`src/asr_regs.svh`:
```
/*
  Register offsets, field positions, reset values and codes of the AUX
  snoop and lane control block.
  Assumes inclusion by bare name from the block's design files.
*/
`ifndef ASR_REGS_SVH
`define ASR_REGS_SVH

// ---------------------------------------------------------------
// register offsets on the configuration port
// ---------------------------------------------------------------
`define ASR_ADDR_SNOOP_STATUS  8'h12
`define ASR_ADDR_LANE_CTRL     8'h13
`define ASR_ADDR_LINEARITY     8'h32

// ---------------------------------------------------------------
// reset values and write masks
// ---------------------------------------------------------------
`define ASR_STATUS_RESET       8'h00
`define ASR_LANE_CTRL_RESET    8'h00
`define ASR_LANE_CTRL_WMASK    8'hBF
`define ASR_LIN_RESET          8'h40
`define ASR_READ_UNMAPPED      8'h00

// ---------------------------------------------------------------
// field positions
// ---------------------------------------------------------------
`define ASR_BYPASS_BIT         7
`define ASR_LIN_HI             5
`define ASR_LIN_LO             4

// ---------------------------------------------------------------
// observed sink configuration addresses and codes
// ---------------------------------------------------------------
`define ASR_SINK_ADDR_POWER    20'h00600
`define ASR_SINK_ADDR_LANES    20'h00101
`define ASR_PWR_DOWN           2'h2
`define ASR_CNT_ONE            5'h01
`define ASR_CNT_TWO            5'h02
`define ASR_CNT_FOUR           5'h04
`define ASR_I2C_BYTE_BITS      4'h8

`endif

```
`src/asr_pkg.sv`:
```
/*
  Types shared by the AUX snoop and lane control block.
  Assumes nothing of its surroundings.
*/
package asr_pkg;

  typedef enum logic [3:0] {
    ST_IDLE      = 4'h0,
    ST_ADDR      = 4'h1,
    ST_ADDR_ACK  = 4'h2,
    ST_PTR       = 4'h3,
    ST_PTR_ACK   = 4'h4,
    ST_WDATA     = 4'h5,
    ST_WDATA_ACK = 4'h6,
    ST_RDATA     = 4'h7,
    ST_RDATA_ACK = 4'h8
  } asr_i2c_state_type;

  typedef enum logic [1:0] {
    FS_OFF_LOWEST = 2'h0,
    FS_OFF_IDLE   = 2'h1,
    FS_MAIN_LINK  = 2'h2,
    FS_RESERVED   = 2'h3
  } asr_func_select_type;

endpackage

```
`src/asr_pin_sync.sv`:
```
/*
  Three-stage input synchroniser with agreement filter, one per bit.
  Assumes asynchronous pin inputs and a clock enable from the top.
*/
module asr_pin_sync #(
  parameter int               W    = 3,
  parameter logic [W-1:0]     INIT = '1
) (
  input  wire logic           clk,       // device clock
  input  wire logic           reset_n,   // sync reset, active low
  input  wire logic           ce,        // clock enable
  input  wire logic [W-1:0]   pin_async, // raw pin levels
  output logic      [W-1:0]   pin_sync   // filtered levels
);

  // ---------------------------------------------------------------
  // per-bit chain
  // ---------------------------------------------------------------
  for (genvar i = 0; i < W; i++) begin : g_bit
    logic s1_reg;
    logic s2_reg;
    logic s3_reg;
    logic out_reg;

    always_ff @(posedge clk) begin
      if (!reset_n) begin
        s1_reg  <= INIT[i];
        s2_reg  <= INIT[i];
        s3_reg  <= INIT[i];
        out_reg <= INIT[i];
      end else if (ce) begin
        s1_reg <= pin_async[i];
        s2_reg <= s1_reg;
        s3_reg <= s2_reg;
        // change counts once second and third stages agree
        if (s2_reg == s3_reg) begin
          out_reg <= s3_reg;
        end
      end
    end

    assign pin_sync[i] = out_reg;
  end

endmodule // asr_pin_sync

```
`src/asr_lane_decode.sv`:
```
/*
  Next-state lane enable decode from captured snoop values or overrides.
  Assumes registered inputs from the top; output is registered there.
*/
`include "asr_regs.svh"

module asr_lane_decode
  import asr_pkg::*;
(
  input  wire logic [1:0] function_select, // mode from general control
  input  wire logic       bypass,          // snoop bypass bit
  input  wire logic [3:0] lane_off_bits,   // per-lane disable bits
  input  wire logic [1:0] power_state,     // captured power state
  input  wire logic [4:0] lane_count,      // captured lane count
  output logic      [3:0] lane_en_next     // next lane enables
);

  // ---------------------------------------------------------------
  // lane count to mask
  // ---------------------------------------------------------------
  function automatic logic [3:0] lane_mask(input logic [4:0] cnt);
    case (cnt)
      `ASR_CNT_ONE:  lane_mask = 4'h1;
      `ASR_CNT_TWO:  lane_mask = 4'h3;
      `ASR_CNT_FOUR: lane_mask = 4'hF;
      default:       lane_mask = 4'h0;
    endcase
  endfunction

  logic       main_on;
  logic [3:0] snoop_mask;

  assign main_on = (function_select == FS_MAIN_LINK);

  // power-down state switches every lane off unless bypass is set
  assign snoop_mask = (power_state == `ASR_PWR_DOWN) ? 4'h0 :
                      lane_mask(lane_count);

  // ---------------------------------------------------------------
  // per-lane selection
  // ---------------------------------------------------------------
  for (genvar i = 0; i < 4; i++) begin : g_lane
    // override bits count only under bypass
    assign lane_en_next[i] = main_on &
      (bypass ? ~lane_off_bits[i] : snoop_mask[i]);
  end

endmodule // asr_lane_decode

```
`src/asr_top.sv`:
```
/*
  AUX snoop status, lane enable control and output linearity registers,
  reached over an I2C target port.
  Assumes: observed AUX writes arrive as a one-cycle decoded pulse on the
  device clock; function select comes from the general control logic on
  the same clock; SCL, SDA and the snoop enable pin are asynchronous.
*/
// Overview of operation
// - write to 0x00600 captured into bits 6-5
// - snooping: lanes follow captured power state
// - write to 0x00101 captured into bits 4-0
// - snooping: only counted lanes on, others off
// - function select upper bit falling clears captures
// - bypass set: lanes follow per-lane disable bits
// - bit 7 selects snoop or register control
// - bits 3-0 disable lanes 3-0 when one
// - disable bits stored but ignored while snooping
// - bits 5-4 select output linearity range
// - linearity register resets to 0x40
// - status register read-only, top bit zero
// - function select codes: off, idle, enabled
// - snoop only while snoop enable pin low
`include "asr_regs.svh"

module asr_top
  import asr_pkg::*;
#(
  parameter logic [6:0] I2C_DEV_ADDR = 7'h44 // arbitrary value
) (
  input  wire logic        clk,                    // 40 MHz clock
  input  wire logic        reset_n,                // sync reset
  input  wire logic        ce,                     // clock enable
  input  wire logic        scl_in,                 // I2C clock pin
  input  wire logic        sda_in,                 // I2C data pin in
  output logic             sda_out,                // I2C data out
  output logic             sda_oe,                 // I2C data drive
  input  wire logic        snoop_enable_n,         // snoop pin
  input  wire logic [1:0]  function_select,        // general mode
  input  wire logic        aux_wr_valid,           // AUX write seen
  input  wire logic        aux_wr_native,          // native request
  input  wire logic        aux_wr_acked,           // reply was ACK
  input  wire logic [19:0] aux_wr_addr,            // AUX address
  input  wire logic [7:0]  aux_wr_data,            // AUX data byte
  output logic      [3:0]  lane_enable,            // main-link lanes
  output logic      [1:0]  output_linearity_level  // linearity code
);

  // ---------------------------------------------------------------
  // declarations
  // ---------------------------------------------------------------
  asr_i2c_state_type state_reg;
  logic [3:0]        bit_cnt_reg;
  logic [7:0]        shift_reg;
  logic [7:0]        ptr_reg;
  logic [7:0]        tx_reg;
  logic              rw_reg;
  logic              ack_oe_reg;
  logic              mnack_reg;
  logic              scl_prev_reg;
  logic              sda_prev_reg;
  logic              fs_prev_reg;
  logic [1:0]        pwr_reg;
  logic [4:0]        cnt_reg;
  logic [7:0]        lane_ctrl_reg;
  logic [7:0]        lin_reg;
  logic [3:0]        lane_en_reg;
  logic [3:0]        lane_en_next;
  logic [2:0]        sync_out;
  logic              scl_s;
  logic              sda_s;
  logic              snoop_n_s;
  logic              scl_rise;
  logic              scl_fall;
  logic              i2c_start;
  logic              i2c_stop;
  logic              reg_wr;
  logic              fs_fall;
  logic              cap_ok;
  logic              cap_pwr;
  logic              cap_cnt;
  logic              bypass;
  logic [3:0]        lane_off_bits;
  logic [7:0]        status_byte;
  logic [7:0]        rd_data;
  logic [1:0]        aux_pwr_val;
  logic [4:0]        aux_cnt_val;

  // ---------------------------------------------------------------
  // register read decode
  // ---------------------------------------------------------------
  function automatic logic [7:0] read_reg(
    input logic [7:0] a,
    input logic [7:0] st,
    input logic [7:0] lc,
    input logic [7:0] ln
  );
    case (a)
      `ASR_ADDR_SNOOP_STATUS: read_reg = st;
      `ASR_ADDR_LANE_CTRL:    read_reg = lc;
      `ASR_ADDR_LINEARITY:    read_reg = ln;
      default:                read_reg = `ASR_READ_UNMAPPED;
    endcase
  endfunction

  // ---------------------------------------------------------------
  // pin synchronisers
  // ---------------------------------------------------------------
  asr_pin_sync #(
    .W    (3),
    .INIT (3'h7)
  ) u_sync (
    .clk       (clk),
    .reset_n   (reset_n),
    .ce        (ce),
    .pin_async ({snoop_enable_n, sda_in, scl_in}),
    .pin_sync  (sync_out)
  );

  assign scl_s     = sync_out[0];
  assign sda_s     = sync_out[1];
  assign snoop_n_s = sync_out[2];

  // ---------------------------------------------------------------
  // I2C bus conditions
  // ---------------------------------------------------------------
  always_ff @(posedge clk) begin
    if (!reset_n) begin
      scl_prev_reg <= 1'b1;
      sda_prev_reg <= 1'b1;
    end else if (ce) begin
      scl_prev_reg <= scl_s;
      sda_prev_reg <= sda_s;
    end
  end

  assign scl_rise  = scl_s & ~scl_prev_reg;
  assign scl_fall  = ~scl_s & scl_prev_reg;
  assign i2c_start = scl_s & scl_prev_reg & sda_prev_reg & ~sda_s;
  assign i2c_stop  = scl_s & scl_prev_reg & ~sda_prev_reg & sda_s;

  // ---------------------------------------------------------------
  // I2C target state machine
  // ---------------------------------------------------------------
  always_ff @(posedge clk) begin
    if (!reset_n) begin
      state_reg   <= ST_IDLE;
      bit_cnt_reg <= 4'h0;
      shift_reg   <= 8'h00;
      ptr_reg     <= 8'h00;
      tx_reg      <= 8'hFF;
      rw_reg      <= 1'b0;
      ack_oe_reg  <= 1'b0;
      mnack_reg   <= 1'b0;
    end else if (ce) begin
      if (i2c_start) begin
        state_reg   <= ST_ADDR;
        bit_cnt_reg <= 4'h0;
        ack_oe_reg  <= 1'b0;
      end else if (i2c_stop) begin
        state_reg  <= ST_IDLE;
        ack_oe_reg <= 1'b0;
      end else if (scl_rise) begin
        case (state_reg)
          ST_ADDR, ST_PTR, ST_WDATA: begin
            shift_reg   <= {shift_reg[6:0], sda_s};
            bit_cnt_reg <= bit_cnt_reg + 4'h1;
          end
          ST_RDATA: begin
            bit_cnt_reg <= bit_cnt_reg + 4'h1;
          end
          ST_RDATA_ACK: begin
            mnack_reg <= sda_s;
          end
          default: begin
          end
        endcase
      end else if (scl_fall) begin
        case (state_reg)
          ST_ADDR: begin
            if (bit_cnt_reg == `ASR_I2C_BYTE_BITS) begin
              if (shift_reg[7:1] == I2C_DEV_ADDR) begin
                state_reg  <= ST_ADDR_ACK;
                rw_reg     <= shift_reg[0];
                ack_oe_reg <= 1'b1;
              end else begin
                state_reg <= ST_IDLE;
              end
            end
          end
          ST_ADDR_ACK: begin
            ack_oe_reg  <= 1'b0;
            bit_cnt_reg <= 4'h0;
            if (rw_reg) begin
              state_reg <= ST_RDATA;
              tx_reg    <= rd_data;
              ptr_reg   <= ptr_reg + 8'h01;
            end else begin
              state_reg <= ST_PTR;
            end
          end
          ST_PTR: begin
            if (bit_cnt_reg == `ASR_I2C_BYTE_BITS) begin
              ptr_reg    <= shift_reg;
              state_reg  <= ST_PTR_ACK;
              ack_oe_reg <= 1'b1;
            end
          end
          ST_PTR_ACK, ST_WDATA_ACK: begin
            ack_oe_reg  <= 1'b0;
            bit_cnt_reg <= 4'h0;
            state_reg   <= ST_WDATA;
          end
          ST_WDATA: begin
            if (bit_cnt_reg == `ASR_I2C_BYTE_BITS) begin
              ptr_reg    <= ptr_reg + 8'h01;
              state_reg  <= ST_WDATA_ACK;
              ack_oe_reg <= 1'b1;
            end
          end
          ST_RDATA: begin
            if (bit_cnt_reg == `ASR_I2C_BYTE_BITS) begin
              state_reg <= ST_RDATA_ACK;
            end else begin
              tx_reg <= {tx_reg[6:0], 1'b1};
            end
          end
          ST_RDATA_ACK: begin
            if (mnack_reg) begin
              state_reg <= ST_IDLE;
            end else begin
              state_reg   <= ST_RDATA;
              bit_cnt_reg <= 4'h0;
              tx_reg      <= rd_data;
              ptr_reg     <= ptr_reg + 8'h01;
            end
          end
          default: begin
            state_reg <= ST_IDLE;
          end
        endcase
      end
    end
  end

  assign sda_out = 1'b0;
  assign sda_oe  = ack_oe_reg | ((state_reg == ST_RDATA) & ~tx_reg[7]);
  assign rd_data = read_reg(ptr_reg, status_byte, lane_ctrl_reg, lin_reg);
  assign reg_wr  = ce & scl_fall & ~i2c_start & ~i2c_stop &
                   (state_reg == ST_WDATA) &
                   (bit_cnt_reg == `ASR_I2C_BYTE_BITS);

  // ---------------------------------------------------------------
  // AUX snoop capture
  // ---------------------------------------------------------------
  always_ff @(posedge clk) begin
    if (!reset_n) begin
      fs_prev_reg <= 1'b0;
    end else if (ce) begin
      fs_prev_reg <= function_select[1];
    end
  end

  assign fs_fall = fs_prev_reg & ~function_select[1];
  assign cap_ok  = ~snoop_n_s & ~bypass & aux_wr_valid &
                   aux_wr_native & aux_wr_acked;
  assign cap_pwr = cap_ok & (aux_wr_addr == `ASR_SINK_ADDR_POWER);
  assign cap_cnt = cap_ok & (aux_wr_addr == `ASR_SINK_ADDR_LANES);
  assign aux_pwr_val = aux_wr_data[1:0];
  assign aux_cnt_val = aux_wr_data[4:0];

  // a capture in the clearing cycle wins
  always_ff @(posedge clk) begin
    if (!reset_n) begin
      pwr_reg <= 2'h0;
      cnt_reg <= 5'h00;
    end else if (ce) begin
      if (cap_pwr) begin
        pwr_reg <= aux_pwr_val;
      end else if (fs_fall) begin
        pwr_reg <= 2'h0;
      end
      if (cap_cnt) begin
        cnt_reg <= aux_cnt_val;
      end else if (fs_fall) begin
        cnt_reg <= 5'h00;
      end
    end
  end

  assign status_byte = {1'b0, pwr_reg, cnt_reg};

  // ---------------------------------------------------------------
  // control registers
  // ---------------------------------------------------------------
  always_ff @(posedge clk) begin
    if (!reset_n) begin
      lane_ctrl_reg <= `ASR_LANE_CTRL_RESET;
    end else if (reg_wr && ptr_reg == `ASR_ADDR_LANE_CTRL) begin
      // bit 6 stays zero
      lane_ctrl_reg <= shift_reg & `ASR_LANE_CTRL_WMASK;
    end
  end

  always_ff @(posedge clk) begin
    if (!reset_n) begin
      lin_reg <= `ASR_LIN_RESET;
    end else if (reg_wr && ptr_reg == `ASR_ADDR_LINEARITY) begin
      lin_reg <= shift_reg;
    end
  end

  assign bypass        = lane_ctrl_reg[`ASR_BYPASS_BIT];
  assign lane_off_bits = lane_ctrl_reg[3:0];
  assign output_linearity_level =
    lin_reg[`ASR_LIN_HI:`ASR_LIN_LO];

  // ---------------------------------------------------------------
  // lane enables
  // ---------------------------------------------------------------
  asr_lane_decode u_lane (
    .function_select (function_select),
    .bypass          (bypass),
    .lane_off_bits   (lane_off_bits),
    .power_state     (pwr_reg),
    .lane_count      (cnt_reg),
    .lane_en_next    (lane_en_next)
  );

  always_ff @(posedge clk) begin
    if (!reset_n) begin
      lane_en_reg <= 4'h0;
    end else if (ce) begin
      lane_en_reg <= lane_en_next;
    end
  end

  assign lane_enable = lane_en_reg;
endmodule // asr_top

```
`config.mk`:
```
export PLATFORM = sky130hd
export DESIGN_NAME = asr_top
export DESIGN_NICKNAME = d
export VERILOG_FILES = /design/src/asr_pkg.sv /design/src/asr_pin_sync.sv /design/src/asr_lane_decode.sv /design/src/asr_top.sv
export VERILOG_INCLUDE_DIRS = /design/src
export SDC_FILE = /design/constraint.sdc
export NUM_CORES = 1
export LEC_CHECK = 0
export BUFFER_PORTS_ARGS = -buffer_cell sky130_fd_sc_hd__buf_2
export CAP_MARGIN = 20
export CORE_MARGIN = 4
export CORE_UTILIZATION = 45
export DETAILED_ROUTE_END_ITERATION = 7
export PLACE_DENSITY = 0.69
export SYNTH_ARGS = -nofsm -noshare
export SYNTH_HDL_FRONTEND = slang
export SYNTH_HIERARCHICAL = 1
export SYNTH_SLANG_ARGS = --single-unit
```
`constraint.sdc`:
```
create_clock -name clk -period 5.64 [get_ports clk]
set_clock_uncertainty 0.2 [all_clocks]
set_input_delay 0.564 -clock clk [delete_from_list [all_inputs] [get_ports clk]]
set_output_delay 0.564 -clock clk [all_outputs]
set_load 0.05 [all_outputs]
```
# ---- Word level (Yosys, flattened, before mapping)
# Cells that the tools add are included.
dict set report op_classes {
  muxes 47
  n_eq_ne 38
  n_reduce_logical 28
  add_sub_neg 2
  n_bitwise 40
}
# operator count
set op_table {}
lappend op_table {{4-bit 2-to-1 mux} 15}
lappend op_table {{8-bit 2-to-1 mux} 7}
lappend op_table {{8-bit one-hot mux with 3 select lines} 2}
lappend op_table {{8-bit one-hot mux with 4 select lines} 1}
lappend op_table {{4-bit one-hot mux with 7 select lines} 1}
lappend op_table {{1-bit AND} 24}
lappend op_table {{20-bit by 11-bit equality test with 1-bit output, second input constant} 1}
lappend op_table {{20-bit by 9-bit equality test with 1-bit output, second input constant} 1}
lappend op_table {{4-bit by 3-bit equality test with 1-bit output, second input constant} 4}
lappend op_table {{8-bit by 5-bit equality test with 1-bit output, second input constant} 2}
lappend op_table {{4-bit inequality test, second input constant} 4}
lappend op_table {{1-bit inverter} 15}
lappend op_table {{7-bit AND reduction} 2}
lappend op_table {{4-bit one-hot mux with 3 select lines} 1}
lappend op_table {{1-bit 2-to-1 mux} 11}
lappend op_table {{5-bit 2-to-1 mux} 2}
lappend op_table {{2-bit inequality test, second input constant} 5}
lappend op_table {{10-bit AND reduction} 1}
lappend op_table {{2-bit AND reduction} 5}
lappend op_table {{5-bit AND reduction} 2}
lappend op_table {{9-bit AND reduction} 1}
lappend op_table {{3-bit nonzero test} 3}
lappend op_table {{8-bit by 1-bit adder with 8-bit output, second input constant} 1}
lappend op_table {{4-bit by 2-bit equality test with 1-bit output, second input constant} 2}
lappend op_table {{other kinds (29)} 42}
dict set report totals {
  register_bits 76
  output_inout_bits 8
}

# ---- Depth between registers and ports, before layout
# Gate-level depths: netlist of the first run.
dict set report depth {
  word_depth 9
  mapped_depth 9
}

# ---- By module
# The synthesis of the first run kept the hierarchy.
# mod cells_each instances area_per_inst_um2
set modules_own_cells {}
lappend modules_own_cells {asr_top 415 1 3488.3}
lappend modules_own_cells {asr_pin_sync 47 1 465.4}
lappend modules_own_cells {asr_lane_decode 19 1 141.4}

# ---- Worst setup path before layout of the first run
# No wires, ideal clock.
dict set report synth_path {
  kind {register -> output}
  startpoint {reg state_reg[0]}
  endpoint {out sda_oe}
  t_required_ns 4.876
  arrival_ns 1.561
  n_path_buf 3
  path_stages_with_launch 6
  setup_slack_ns 3.315
  cell_sequence {dfxtp_1 buf_2 and4b_1 clkbuf_1 clkbuf_1 a21o_1}
}
dict set report synth_between {
  elab_chain_len 3
}
# item line_no
set synth_rtl {}
lappend synth_rtl {{start: declaration} asr_top.sv:51} ;# asr_i2c_state_type state_reg;
lappend synth_rtl {{start signal: assignment} asr_top.sv:146} ;# state_reg <= ST_IDLE;
lappend synth_rtl {{start signal: assignment} asr_top.sv:156} ;# state_reg <= ST_ADDR;
lappend synth_rtl {{start signal: assignment} asr_top.sv:160} ;# state_reg <= ST_IDLE;
lappend synth_rtl {{4-bit by 3-bit equality test with 1-bit output} asr_top.sv:246} ;# assign sda_oe = ack_oe_reg | ((state_reg == ST_RDATA) & ~tx_reg[7]);
lappend synth_rtl {{1-bit AND} asr_top.sv:246}
lappend synth_rtl {{1-bit bitwise OR} asr_top.sv:246}
lappend synth_rtl {{end: declaration} asr_top.sv:36} ;# output logic sda_oe,
# Every way passes these cells.

# ---- Worst setup path in the final report of the first run
dict set report layout_path {
  startpoint {reg state_reg[2]}
  endpoint {out sda_oe}
}
# The elaborated chain is that of the path after synthesis.

==> results of run 1 <==
power by group through the flow:
stage	Clock (W)	Sequential (W)	Combinational (W)
after floorplan	0	0.000553	0.0000283
after global placement	0	0.000554	0.0000458
after detailed placement	0	0.000554	0.0000468
after CTS	0.000448	0.000541	0.0000469
after global routing	0.000472	0.000542	0.0000522
final	0.000435	0.000541	0.0000469
cell usage after synthesis, types with 3 or more instances:
master and count:
buf_4 6, o21ai_0 13, dfxtp_1 76, inv_1 13, and3_1 3, nand3b_1 7, nand2_1 36, ha_1 7
a22o_1 8, nor4b_1 3, nand3_1 13, nand2b_1 9, a21o_1 3, a221oi_1 3, a21oi_1 35, xor2_1 4
o211ai_1 7, nor3_1 9, o311a_1 4, buf_1 5, a31oi_1 4, o32ai_1 4, nor2_1 64, or3_1 3
a211oi_1 3, nor3b_1 4, nor4_1 4, mux2i_1 42, clkbuf_1 17, buf_2 5, o21ai_1 5, nand4_1 7
a222oi_1 5
worst min-delay path: stages:
cell     delay, ns
buf_2         0.07
mux2i_1       0.05
nand2_1       0.05
final timing paths:
path                            endpoint  slack, ns  cells past startpoint         start
setup / recovery                  sda_oe       2.57                      3  state_reg[2]
hold / removal    u_sync/g_bit[1].s1_reg       0.22                      3        sda_in
setup reg to reg               tx_reg[1]       2.82                      5  state_reg[2]
hold reg to reg                tx_reg[0]       0.27                      1     tx_reg[0]
through the flow:
step | setup slack (ns) | instances | total power, W | util [%]
4_1_cts | 2.58 | 616 | 0.00104 | 51.3
3_3_place_gp | 2.52 | 600 | 0.000600 | 48.9
2_1_floorplan | 3.31 | 481 | 0.000582 | -
3_5_place_dp | 2.54 | 600 | 0.000601 | 48.9
6_report | 2.57 | 617 | 0.00102 | 51.3
5_1_grt | 2.44 | 617 | 0.00107 | 51.3
logic make-up after synthesis:
kind of cell    count (synthesis)  synth area share (%)
simple gates                  191                  25.5
xor+xnor                        5                  1.07
compound gates                112                  18.6
other cells                     1                0.0916
flops                          76                  37.2
mux                            42                  10.3
buf+inv                        47                  5.19
fa+ha+maj                       7                  2.14
metal layers:
layer  wire (um)  vias to the layer above  part of all wire, %
met5           0                        -                    0
met4         157                        0                  1.6
met3         581                       16                  6.1
met2        4330                       94                   45
met1        4470                     1724                   47
li1            -                     1801                    -
final cells by class:
class	instances	area, um2
clock buffer	10	138
inverter	13	48.8
multi-input combinational	358	2370
fill	851	4290
timing repair buffer	46	240
tap	108	135
sequential	76	1520
clock inverter	6	70.1
==> impl_metrics.env, run 1 <==
export IMPL_critPathBufInv=1
export IMPL_cts_buffer_depth=2
export IMPL_fp_coreArea_um2=8810
export IMPL_ys_seq_elements=76
export IMPL_hold_ws_ns=0.223
export IMPL_grtUsageMet1_pct=26.6
export IMPL_p_int_w=0.000777
export IMPL_fmax_mhz=325
export IMPL_grt_max_degree=49
export IMPL_drt_initial_drc_count=274
export IMPL_cp_slowest_cell="dfxtp_1"
export IMPL_io_pins=47
export IMPL_grt_pass1_wl_um=16300
export IMPL_ys_seq_area_share_pct=37.2
export IMPL_path_clk_slew_ns=0.09
export IMPL_ys_warnings_count=6
export IMPL_async_flop_share_pct=0
export IMPL_finalInstanceArea_um2=4520
export IMPL_final_cell_mix="dfxtp_1 (76), nor2_1 (64), mux2i_1 (42), buf_2 (42), nand2_1 (36)"
export IMPL_ys_top_cells_by_area="dfxtp_1 (37%), mux2i_1 (10%), nor2_1 (5.9%)"
export IMPL_numPortBuffers=42
export IMPL_syn_cell_area_um2=4100
export IMPL_status="completed"
export IMPL_powerDensity_nw_per_um2=226
export IMPL_max_stage_delay_ns=0.75
export IMPL_min_period_ns=3.07
export IMPL_pwr_share_clk_pct=42.5
export IMPL_crit_family="flip-flops"
export IMPL_crit_path_cell_trace="and4b_1, a21o_1, buf_2"
export IMPL_met2_usage_pct=30.0
export IMPL_clkLatencyLatePin_ns=0.35
export IMPL_drc=0
export IMPL_worst_ep_arrival_time_ns=2.31
export IMPL_cts_tree="done"
export IMPL_synth_edf_count=0
export IMPL_slew_headroom_pct=47.4
export IMPL_synth_cells=481
export IMPL_switching_power_w=0.000246
export IMPL_place_area_um2=4310
export IMPL_avgRoutedWirePerCell_um=15.5
export IMPL_syn_to_final_growth_pct=10.4
export IMPL_top_usage_layer="met2"
export IMPL_hpwl_um=6590
export IMPL_ys_types=72
export IMPL_rows=34
export IMPL_hold_class="in2reg"
export IMPL_p_leak_nw=1.81
export IMPL_required_ns=4.88
export IMPL_routed_wl_um=9540
export IMPL_use_met3_pct=3.02
export IMPL_via_per_inst=5.89
export IMPL_antenna_found_initial=0
export IMPL_max_cap_violations=0
export IMPL_rsz0062_at_grt="no"
export IMPL_layout_drive_gt1_share_pct=15.5
export IMPL_syn_nets=527
export IMPL_gp_congestion=0.823
export IMPL_vias=3635
export IMPL_final_period_utilization_pct=54.5
export IMPL_cts_root_buf="clkbuf_8"
export IMPL_cts_resized=0
export IMPL_first_global_vias=3473
export IMPL_n_antenna_cell=0
export IMPL_syn_avg_cell_area_um2=8.51
export IMPL_track_usage_pct=19.0
export IMPL_die_area_um2=10700
export IMPL_dr_pass1_iters=5
export IMPL_hold_violations=0
export IMPL_start_util_pct=46.5
export IMPL_cts_made_buffers=9
export IMPL_post_cts_buffers=0
export IMPL_layout_commonest_cell="dfxtp_1"
export IMPL_cts_htree_levels=3
export IMPL_tns_ns=0
export IMPL_cts_hold_buf=0
export IMPL_drv_slew=0
export IMPL_crit_path_start_kind="flip-flop"
export IMPL_overflow=0
export IMPL_swShare_pct=24.0
export IMPL_end_kind="output pin"
export IMPL_ant_nets=0
export IMPL_crit_type="reg2out"
export IMPL_finalSetupViolations=0
export IMPL_p_comb_share_pct=4.6
export IMPL_tightestPinTransition_ns=0.789
export IMPL_die_x_um=103
export IMPL_yosysTopAreaCell="dfxtp_1"
export IMPL_synthFlopType="dfxtp_1"
export IMPL_ir_drop_mv=0.138
export IMPL_seq_power_share_pct=52.9
export IMPL_cp_max_fo=22
export IMPL_yosysTopAreaCellShare_pct=37.2
export IMPL_layout_nets=550
export IMPL_clock_sinks=76
export IMPL_die_h_um=103
No activity file was read; power rests on OpenSTA's default activity.
==> run 2: changes to the inputs <==
--- a/config.mk
+++ b/config.mk
@@ -11,7 +11,7 @@
 export CORE_MARGIN = 4
 export CORE_UTILIZATION = 45
 export DETAILED_ROUTE_END_ITERATION = 7
-export PLACE_DENSITY = 0.69
+export PLACE_DENSITY = 0.72
 export SYNTH_ARGS = -nofsm -noshare
 export SYNTH_HDL_FRONTEND = slang
 export SYNTH_HIERARCHICAL = 1
==> constraint.sdc (replaced) <==
create_clock -name clk -period 2.5 [get_ports clk]
set_clock_uncertainty 0.2 [all_clocks]
set_input_delay 0.25 -clock clk [delete_from_list [all_inputs] [get_ports clk]]
set_output_delay 0.25 -clock clk [all_outputs]
set_load 0.05 [all_outputs]
==> run 2 against run 1 <==
Via count increased by 3.4%. Highest routed layer unchanged. Critical endpoint is now tx_reg[5]. First-iteration DRC count fell by 30%. Hold slack lost 0.21 ns. Clock-buffer cell count shrank 1. Sequential cell count unchanged. Sequential power is 130% higher. Largest cell class unchanged. Global-route usage is 0.23 points higher. Final area grew 4.6%. Utilization rose by 2.4 points. Routed wire length is 3.0% higher. Clock power is 110% higher. Cell count up 4.4%.
==> impl_metrics.env, run 2 (synthesis gave the netlist of run 1 again) <==
export IMPL_die_x_um=103
export IMPL_dr_pass1_iters=7
export IMPL_post_cts_buffers=0
export IMPL_finalInstanceArea_um2=4730
export IMPL_via_per_inst=5.84
export IMPL_die_h_um=103
export IMPL_powerDensity_nw_per_um2=472
export IMPL_vias=3759
export IMPL_required_ns=2.60
export IMPL_finalSetupViolations=0
export IMPL_track_usage_pct=19.3
export IMPL_rsz0062_at_grt="no"
export IMPL_status="completed"
export IMPL_path_clk_slew_ns=0.09
export IMPL_slew_headroom_pct=53.3
export IMPL_first_global_vias=3505
export IMPL_cp_max_fo=6
export IMPL_drc=0
export IMPL_grt_pass1_wl_um=16400
export IMPL_place_area_um2=4460
export IMPL_setup_ws_ns=0.135
export IMPL_seq_power_share_pct=54.7
export IMPL_final_period_utilization_pct=94.6
export IMPL_grt_max_degree=48
export IMPL_layout_commonest_cell="dfxtp_1"
export IMPL_swShare_pct=26.3
export IMPL_hold_class="in2reg"
export IMPL_antenna_found_initial=0
export IMPL_max_cap_violations=0
export IMPL_cts_made_buffers=9
export IMPL_crit_path_start_kind="flip-flop"
export IMPL_cts_root_buf="clkbuf_8"
export IMPL_cts_tree="done"
export IMPL_place_inst=620
export IMPL_fmax_mhz=423
export IMPL_gp_congestion=0.844
export IMPL_clock_sinks=76
export IMPL_layout_drive_gt1_share_pct=19.0
export IMPL_ir_drop_mv=0.338
export IMPL_hold_violations=0
export IMPL_tightestPinTransition_ns=0.696
export IMPL_drv_slew=0
export IMPL_p_comb_share_pct=5.3
export IMPL_hpwl_um=6990
export IMPL_min_period_ns=2.37
export IMPL_routed_wl_um=9820
export IMPL_worst_ep_arrival_time_ns=2.46
export IMPL_r2r_slack_ns=0.13
export IMPL_syn_to_final_growth_pct=15.5
export IMPL_cts_htree_levels=3
export IMPL_cts_buffer_depth=2
export IMPL_fp_coreArea_um2=8810
export IMPL_ant_nets=0
export IMPL_clkLatencyLatePin_ns=0.36
export IMPL_place_ws_ns=0.0990
export IMPL_avgRoutedWirePerCell_um=15.3
export IMPL_instances_no_fill=644
export IMPL_n_antenna_cell=0
export IMPL_drt_initial_drc_count=192
export IMPL_end_kind="flip-flop"
export IMPL_overflow=0
export IMPL_layout_nets=577
export IMPL_crit_type="reg2reg"
export IMPL_pwr_share_clk_pct=40.0
export IMPL_numPortBuffers=42
export IMPL_io_pins=47
export IMPL_tns_ns=0
export IMPL_p_int_w=0.00165
export IMPL_final_cell_mix="dfxtp_1 (73), nor2_1 (64), mux2i_1 (42), buf_2 (42), nand2_1 (36)"
export IMPL_p_leak_nw=1.94
export IMPL_die_area_um2=10700
export IMPL_start_util_pct=46.5
export IMPL_switching_power_w=0.000588
export IMPL_rows=34
==> run 2: cell count changes in the layout (fill, tap and decap cells not counted), moves of 2 or more <==
cell | before | now
dfxtp_1 | 76 | 73
buf_4 | 4 | 23
dfxtp_2 | 0 | 3
inv_8 | 0 | 2
dlygate4sd3_1 | 0 | 8
==> run 2: worst paths after layout <==
| path | start | end | cells past startpoint |
|---|---|---|---|
| setup / recovery | ptr_reg[0] | tx_reg[5] | 7 |
| hold / removal | function_select[1] | fs_prev_reg | 3 |
| setup reg to reg | ptr_reg[0] | tx_reg[5] | 7 |
| hold reg to reg | u_sync/g_bit[1].s1_reg | u_sync/g_bit[1].s1_reg | 2 |
==> run 2: worst max-delay path, cell delays in order (launching register included) <==
cell and delay, ns:
dfxtp_2 0.36, inv_1 0.06, ha_1 0.12, or3b_4 0.40
or4b_4 0.54, and2_4 0.20, o311a_1 0.32, o21ai_1 0.12
==> run 2: what timing repair did <==
item	4_1_cts	5_1_grt
resized for setup	0	5
endpoints found under the hold margin	10	0
setup endpoints to repair	0	8
hold buffers	8	0
==> run 2: power groups by stage <==
stage / clock [W] / sequential [W] / combinational [W]
2_1_floorplan: 0 / 0.00125 / 0.0000639
3_3_place_gp: 0 / 0.00125 / 0.000105
3_5_place_dp: 0 / 0.00125 / 0.000108
4_1_cts: 0.000907 / 0.00122 / 0.000118
5_1_grt: 0.000962 / 0.00122 / 0.000131
6_report: 0.000894 / 0.00122 / 0.000118
==> run 2: area by class of cell <==
cell class                      instances  area [um2]
Clock buffer                            9         124
Inverter                               13        48.8
Multi-Input combinational cell        358        2370
Sequential cell                        76        1530
Tap cell                              108         135
Clock inverter                          7        60.1
Fill cell                             822        4080
Timing Repair Buffer                   73         463
==> run 2: through the flow <==
step	hold slack (ns)	util (%)	power (W)
finish	0.0161	53.7	0.00223
global route	0.0627	53.7	0.00232
CTS	0.0129	53.6	0.00225
detailed placement	0.260	50.6	0.00136
global placement	0.248	50.6	0.00135
floorplan	0.126	-	0.00131
==> run 2: routing by layer <==
metal	GRT usage [%]	vias to the layer above	part of all wire, %
li1	-	1858	-
met1	25.5	1801	47
met2	31.7	91	48
met3	3.69	9	4.4
met4	6.18	0	1.0
met5	0	-	0
==> run 3: changes to the inputs <==
--- a/config.mk
+++ b/config.mk
@@ -11,7 +11,7 @@
 export CORE_MARGIN = 4
 export CORE_UTILIZATION = 45
 export DETAILED_ROUTE_END_ITERATION = 7
-export PLACE_DENSITY = 0.72
+export PLACE_DENSITY = 0.69
 export SYNTH_ARGS = -nofsm -noshare
 export SYNTH_HDL_FRONTEND = slang
 export SYNTH_HIERARCHICAL = 1
==> constraint.sdc (replaced) <==
create_clock -name clk -period 2.27 [get_ports clk]
set_clock_uncertainty 0.2 [all_clocks]
set_input_delay 0.227 -clock clk [delete_from_list [all_inputs] [get_ports clk]]
set_output_delay 0.227 -clock clk [all_outputs]
set_load 0.05 [all_outputs]
==> run 3 against run 2 <==
First-iteration DRC count increased by 27%. The run now ends with setup timing left. Via count rose by 1.9%. Sequential cell count did not move. Clock-buffer cell count grew 1. Critical path depth did not move. Cell count up 2.0%. Hold slack better by 0.085 ns. Power rose by 12%. Register-to-register slack worse by 0.18 ns.
==> impl_metrics.env, run 3 (synthesis gave the netlist of run 1 again) <==
export IMPL_die_x_um=103
export IMPL_track_usage_pct=19.5
export IMPL_final_period_utilization_pct=102
export IMPL_io_pins=47
export IMPL_crit_path_cell_trace="inv_2, ha_4, or3b_4, or4b_4, and2_4, o311a_1, o21ai_1"
export IMPL_antenna_found_initial=0
export IMPL_via_per_inst=5.83
export IMPL_hpwl_um=7210
export IMPL_finalInstanceArea_um2=4910
export IMPL_p_leak_nw=2.04
export IMPL_layout_nets=592
export IMPL_required_ns=2.35
export IMPL_r2r_slack_ns=-0.04
export IMPL_hold_depth=4
export IMPL_cts_made_buffers=9
export IMPL_status="finished with violations"
export IMPL_worst_ep_arrival_time_ns=2.40
export IMPL_overflow=0
export IMPL_violations="setup timing"
export IMPL_fmax_mhz=432
export IMPL_n_antenna_cell=0
export IMPL_drt_initial_drc_count=243
export IMPL_rows=34
export IMPL_r2r_start="ptr_reg[0]"
export IMPL_powerDensity_nw_per_um2=511
export IMPL_cts_root_buf="clkbuf_8"
export IMPL_max_cap_violations=0
export IMPL_swShare_pct=23.2
export IMPL_die_area_um2=10700
export IMPL_ir_drop_mv=0.301
export IMPL_nFillCells=830
export IMPL_layout_commonest_cell="dfxtp_1"
export IMPL_clock_sinks=76
export IMPL_first_global_vias=3471
export IMPL_cts_tree="done"
export IMPL_vias=3829
export IMPL_die_h_um=103
export IMPL_avgRoutedWirePerCell_um=15.6
export IMPL_place_inst=630
export IMPL_grt_max_degree=47
export IMPL_crit_type="reg2reg"
export IMPL_drv_slew=0
export IMPL_setup_ws_ns=-0.0428
export IMPL_routed_wl_um=10300
export IMPL_crit_path_start_kind="flip-flop"
export IMPL_dr_pass1_iters=5
export IMPL_cts_htree_levels=3
export IMPL_min_period_ns=2.31
export IMPL_syn_to_final_growth_pct=19.9
export IMPL_cp_slowest_cell="or4b_4"
export IMPL_slew_headroom_pct=60.2
export IMPL_hold_path_startpoint="ce"
export IMPL_tightestPinTransition_ns=0.593
export IMPL_end_kind="flip-flop"
export IMPL_p_comb_share_pct=5.4
export IMPL_place_area_um2=4530
export IMPL_p_int_w=0.00193
export IMPL_layout_drive_gt1_share_pct=22.0
export IMPL_fp_coreArea_um2=8810
export IMPL_seq_power_share_pct=53.6
export IMPL_cp_max_fo=5
export IMPL_ant_nets=0
export IMPL_path_clk_slew_ns=0.08
export IMPL_switching_power_w=0.000582
export IMPL_rr_worst_depth=7
export IMPL_start_util_pct=46.5
export IMPL_numPortBuffers=42
export IMPL_finalSetupViolations=5
export IMPL_rsz0062_at_grt="yes"
export IMPL_cts_buffer_depth=2
export IMPL_pwr_share_clk_pct=41.0
export IMPL_r2r_end="tx_reg[5]"
export IMPL_instances_no_fill=657
export IMPL_hold_class="in2reg"
export IMPL_clkLatencyLatePin_ns=0.35
export IMPL_gp_congestion=0.831
export IMPL_grt_pass1_wl_um=16500
export IMPL_min_to="ack_oe_reg"
export IMPL_max_stage_delay_ns=0.50
export IMPL_hold_violations=0
export IMPL_drc=0
export IMPL_final_cell_mix="dfxtp_1 (71), nor2_1 (64), mux2i_1 (42), buf_2 (41), nand2_1 (36)"
==> run 3: area by class of cell <==
type                            count  area (um2)  share of cell area [%]
Sequential cell                    76        1530                    31.2
Clock buffer                       10         138                    2.80
Tap cell                          108         135                    2.75
Clock inverter                      4        51.3                    1.04
Multi-Input combinational cell    358        2410                    49.1
Timing Repair Buffer               88         598                    12.2
Inverter                           13        48.8                   0.994
==> run 3: through the flow <==
stage	setup slack [ns]	power [W]	setup TNS [ns]	utilization (%)	hold slack, ns
finish	-0.0428	0.00251	-0.0906	55.8	0.101
floorplan	0.0315	0.00145	0	-	0.103
global placement	0.00122	0.00149	0	51.4	0.243
detailed placement	-0.0218	0.00150	-0.0810	51.4	0.247
global route	-0.0888	0.00259	-0.435	55.8	0.0955
CTS	-0.000675	0.00252	-0.000675	54.9	0.0665
==> run 3: metal layers <==
metal	up-vias	global-route usage [%]	part of all wire, %
met4	0	5.28	1.2
met3	16	4.63	5.0
li1	1885	-	-
met5	-	0	0
met2	115	31.0	47
met1	1813	26.5	47
==> run 3: worst max-delay path: cells and delay by family (launching register included) <==
kind	cells	cell delay, ns
buffers and inverters	1	0.06
AOI/OAI and AO/OA	2	0.46
DFF	1	0.33
adders and majority gates	1	0.12
and+or+nand+nor	3	1.08
==> run 3: what timing repair did <==
item	in CTS	in global routing
endpoints found under the setup margin	5	17
gates cloned	0	1
gates resized for setup	4	18
pin swaps	1	2
buffers inserted	0	2
hold buffers	10	0
hold endpoints to repair	11	0
==> run 3: how the worst max path moves through the flow <==
| stage | startpoint | end | slack (ns) | cells after the start |
|---|---|---|---|---|
| finish | ptr_reg[0] | tx_reg[5] | -0.04 | 7 |
| global route | ptr_reg[0] | tx_reg[5] | -0.09 | 7 |
| CTS | ptr_reg[0] | tx_reg[3] | -0.0007 | 7 |
| detailed placement | ptr_reg[0] | tx_reg[1] | -0.02 | 7 |
| global placement | ptr_reg[0] | tx_reg[3] | 0.001 | 7 |
| floorplan | ptr_reg[0] | tx_reg[1] | 0.03 | 7 |
==> run 3: power by group through the flow <==
stage	clock network [W]	registers, W	logic (W)
CTS	0.00104	0.00135	0.000134
global route	0.00109	0.00135	0.000149
floorplan	0	0.00138	0.0000703
detailed placement	0	0.00138	0.000120
finish	0.00103	0.00134	0.000135
global placement	0	0.00138	0.000117
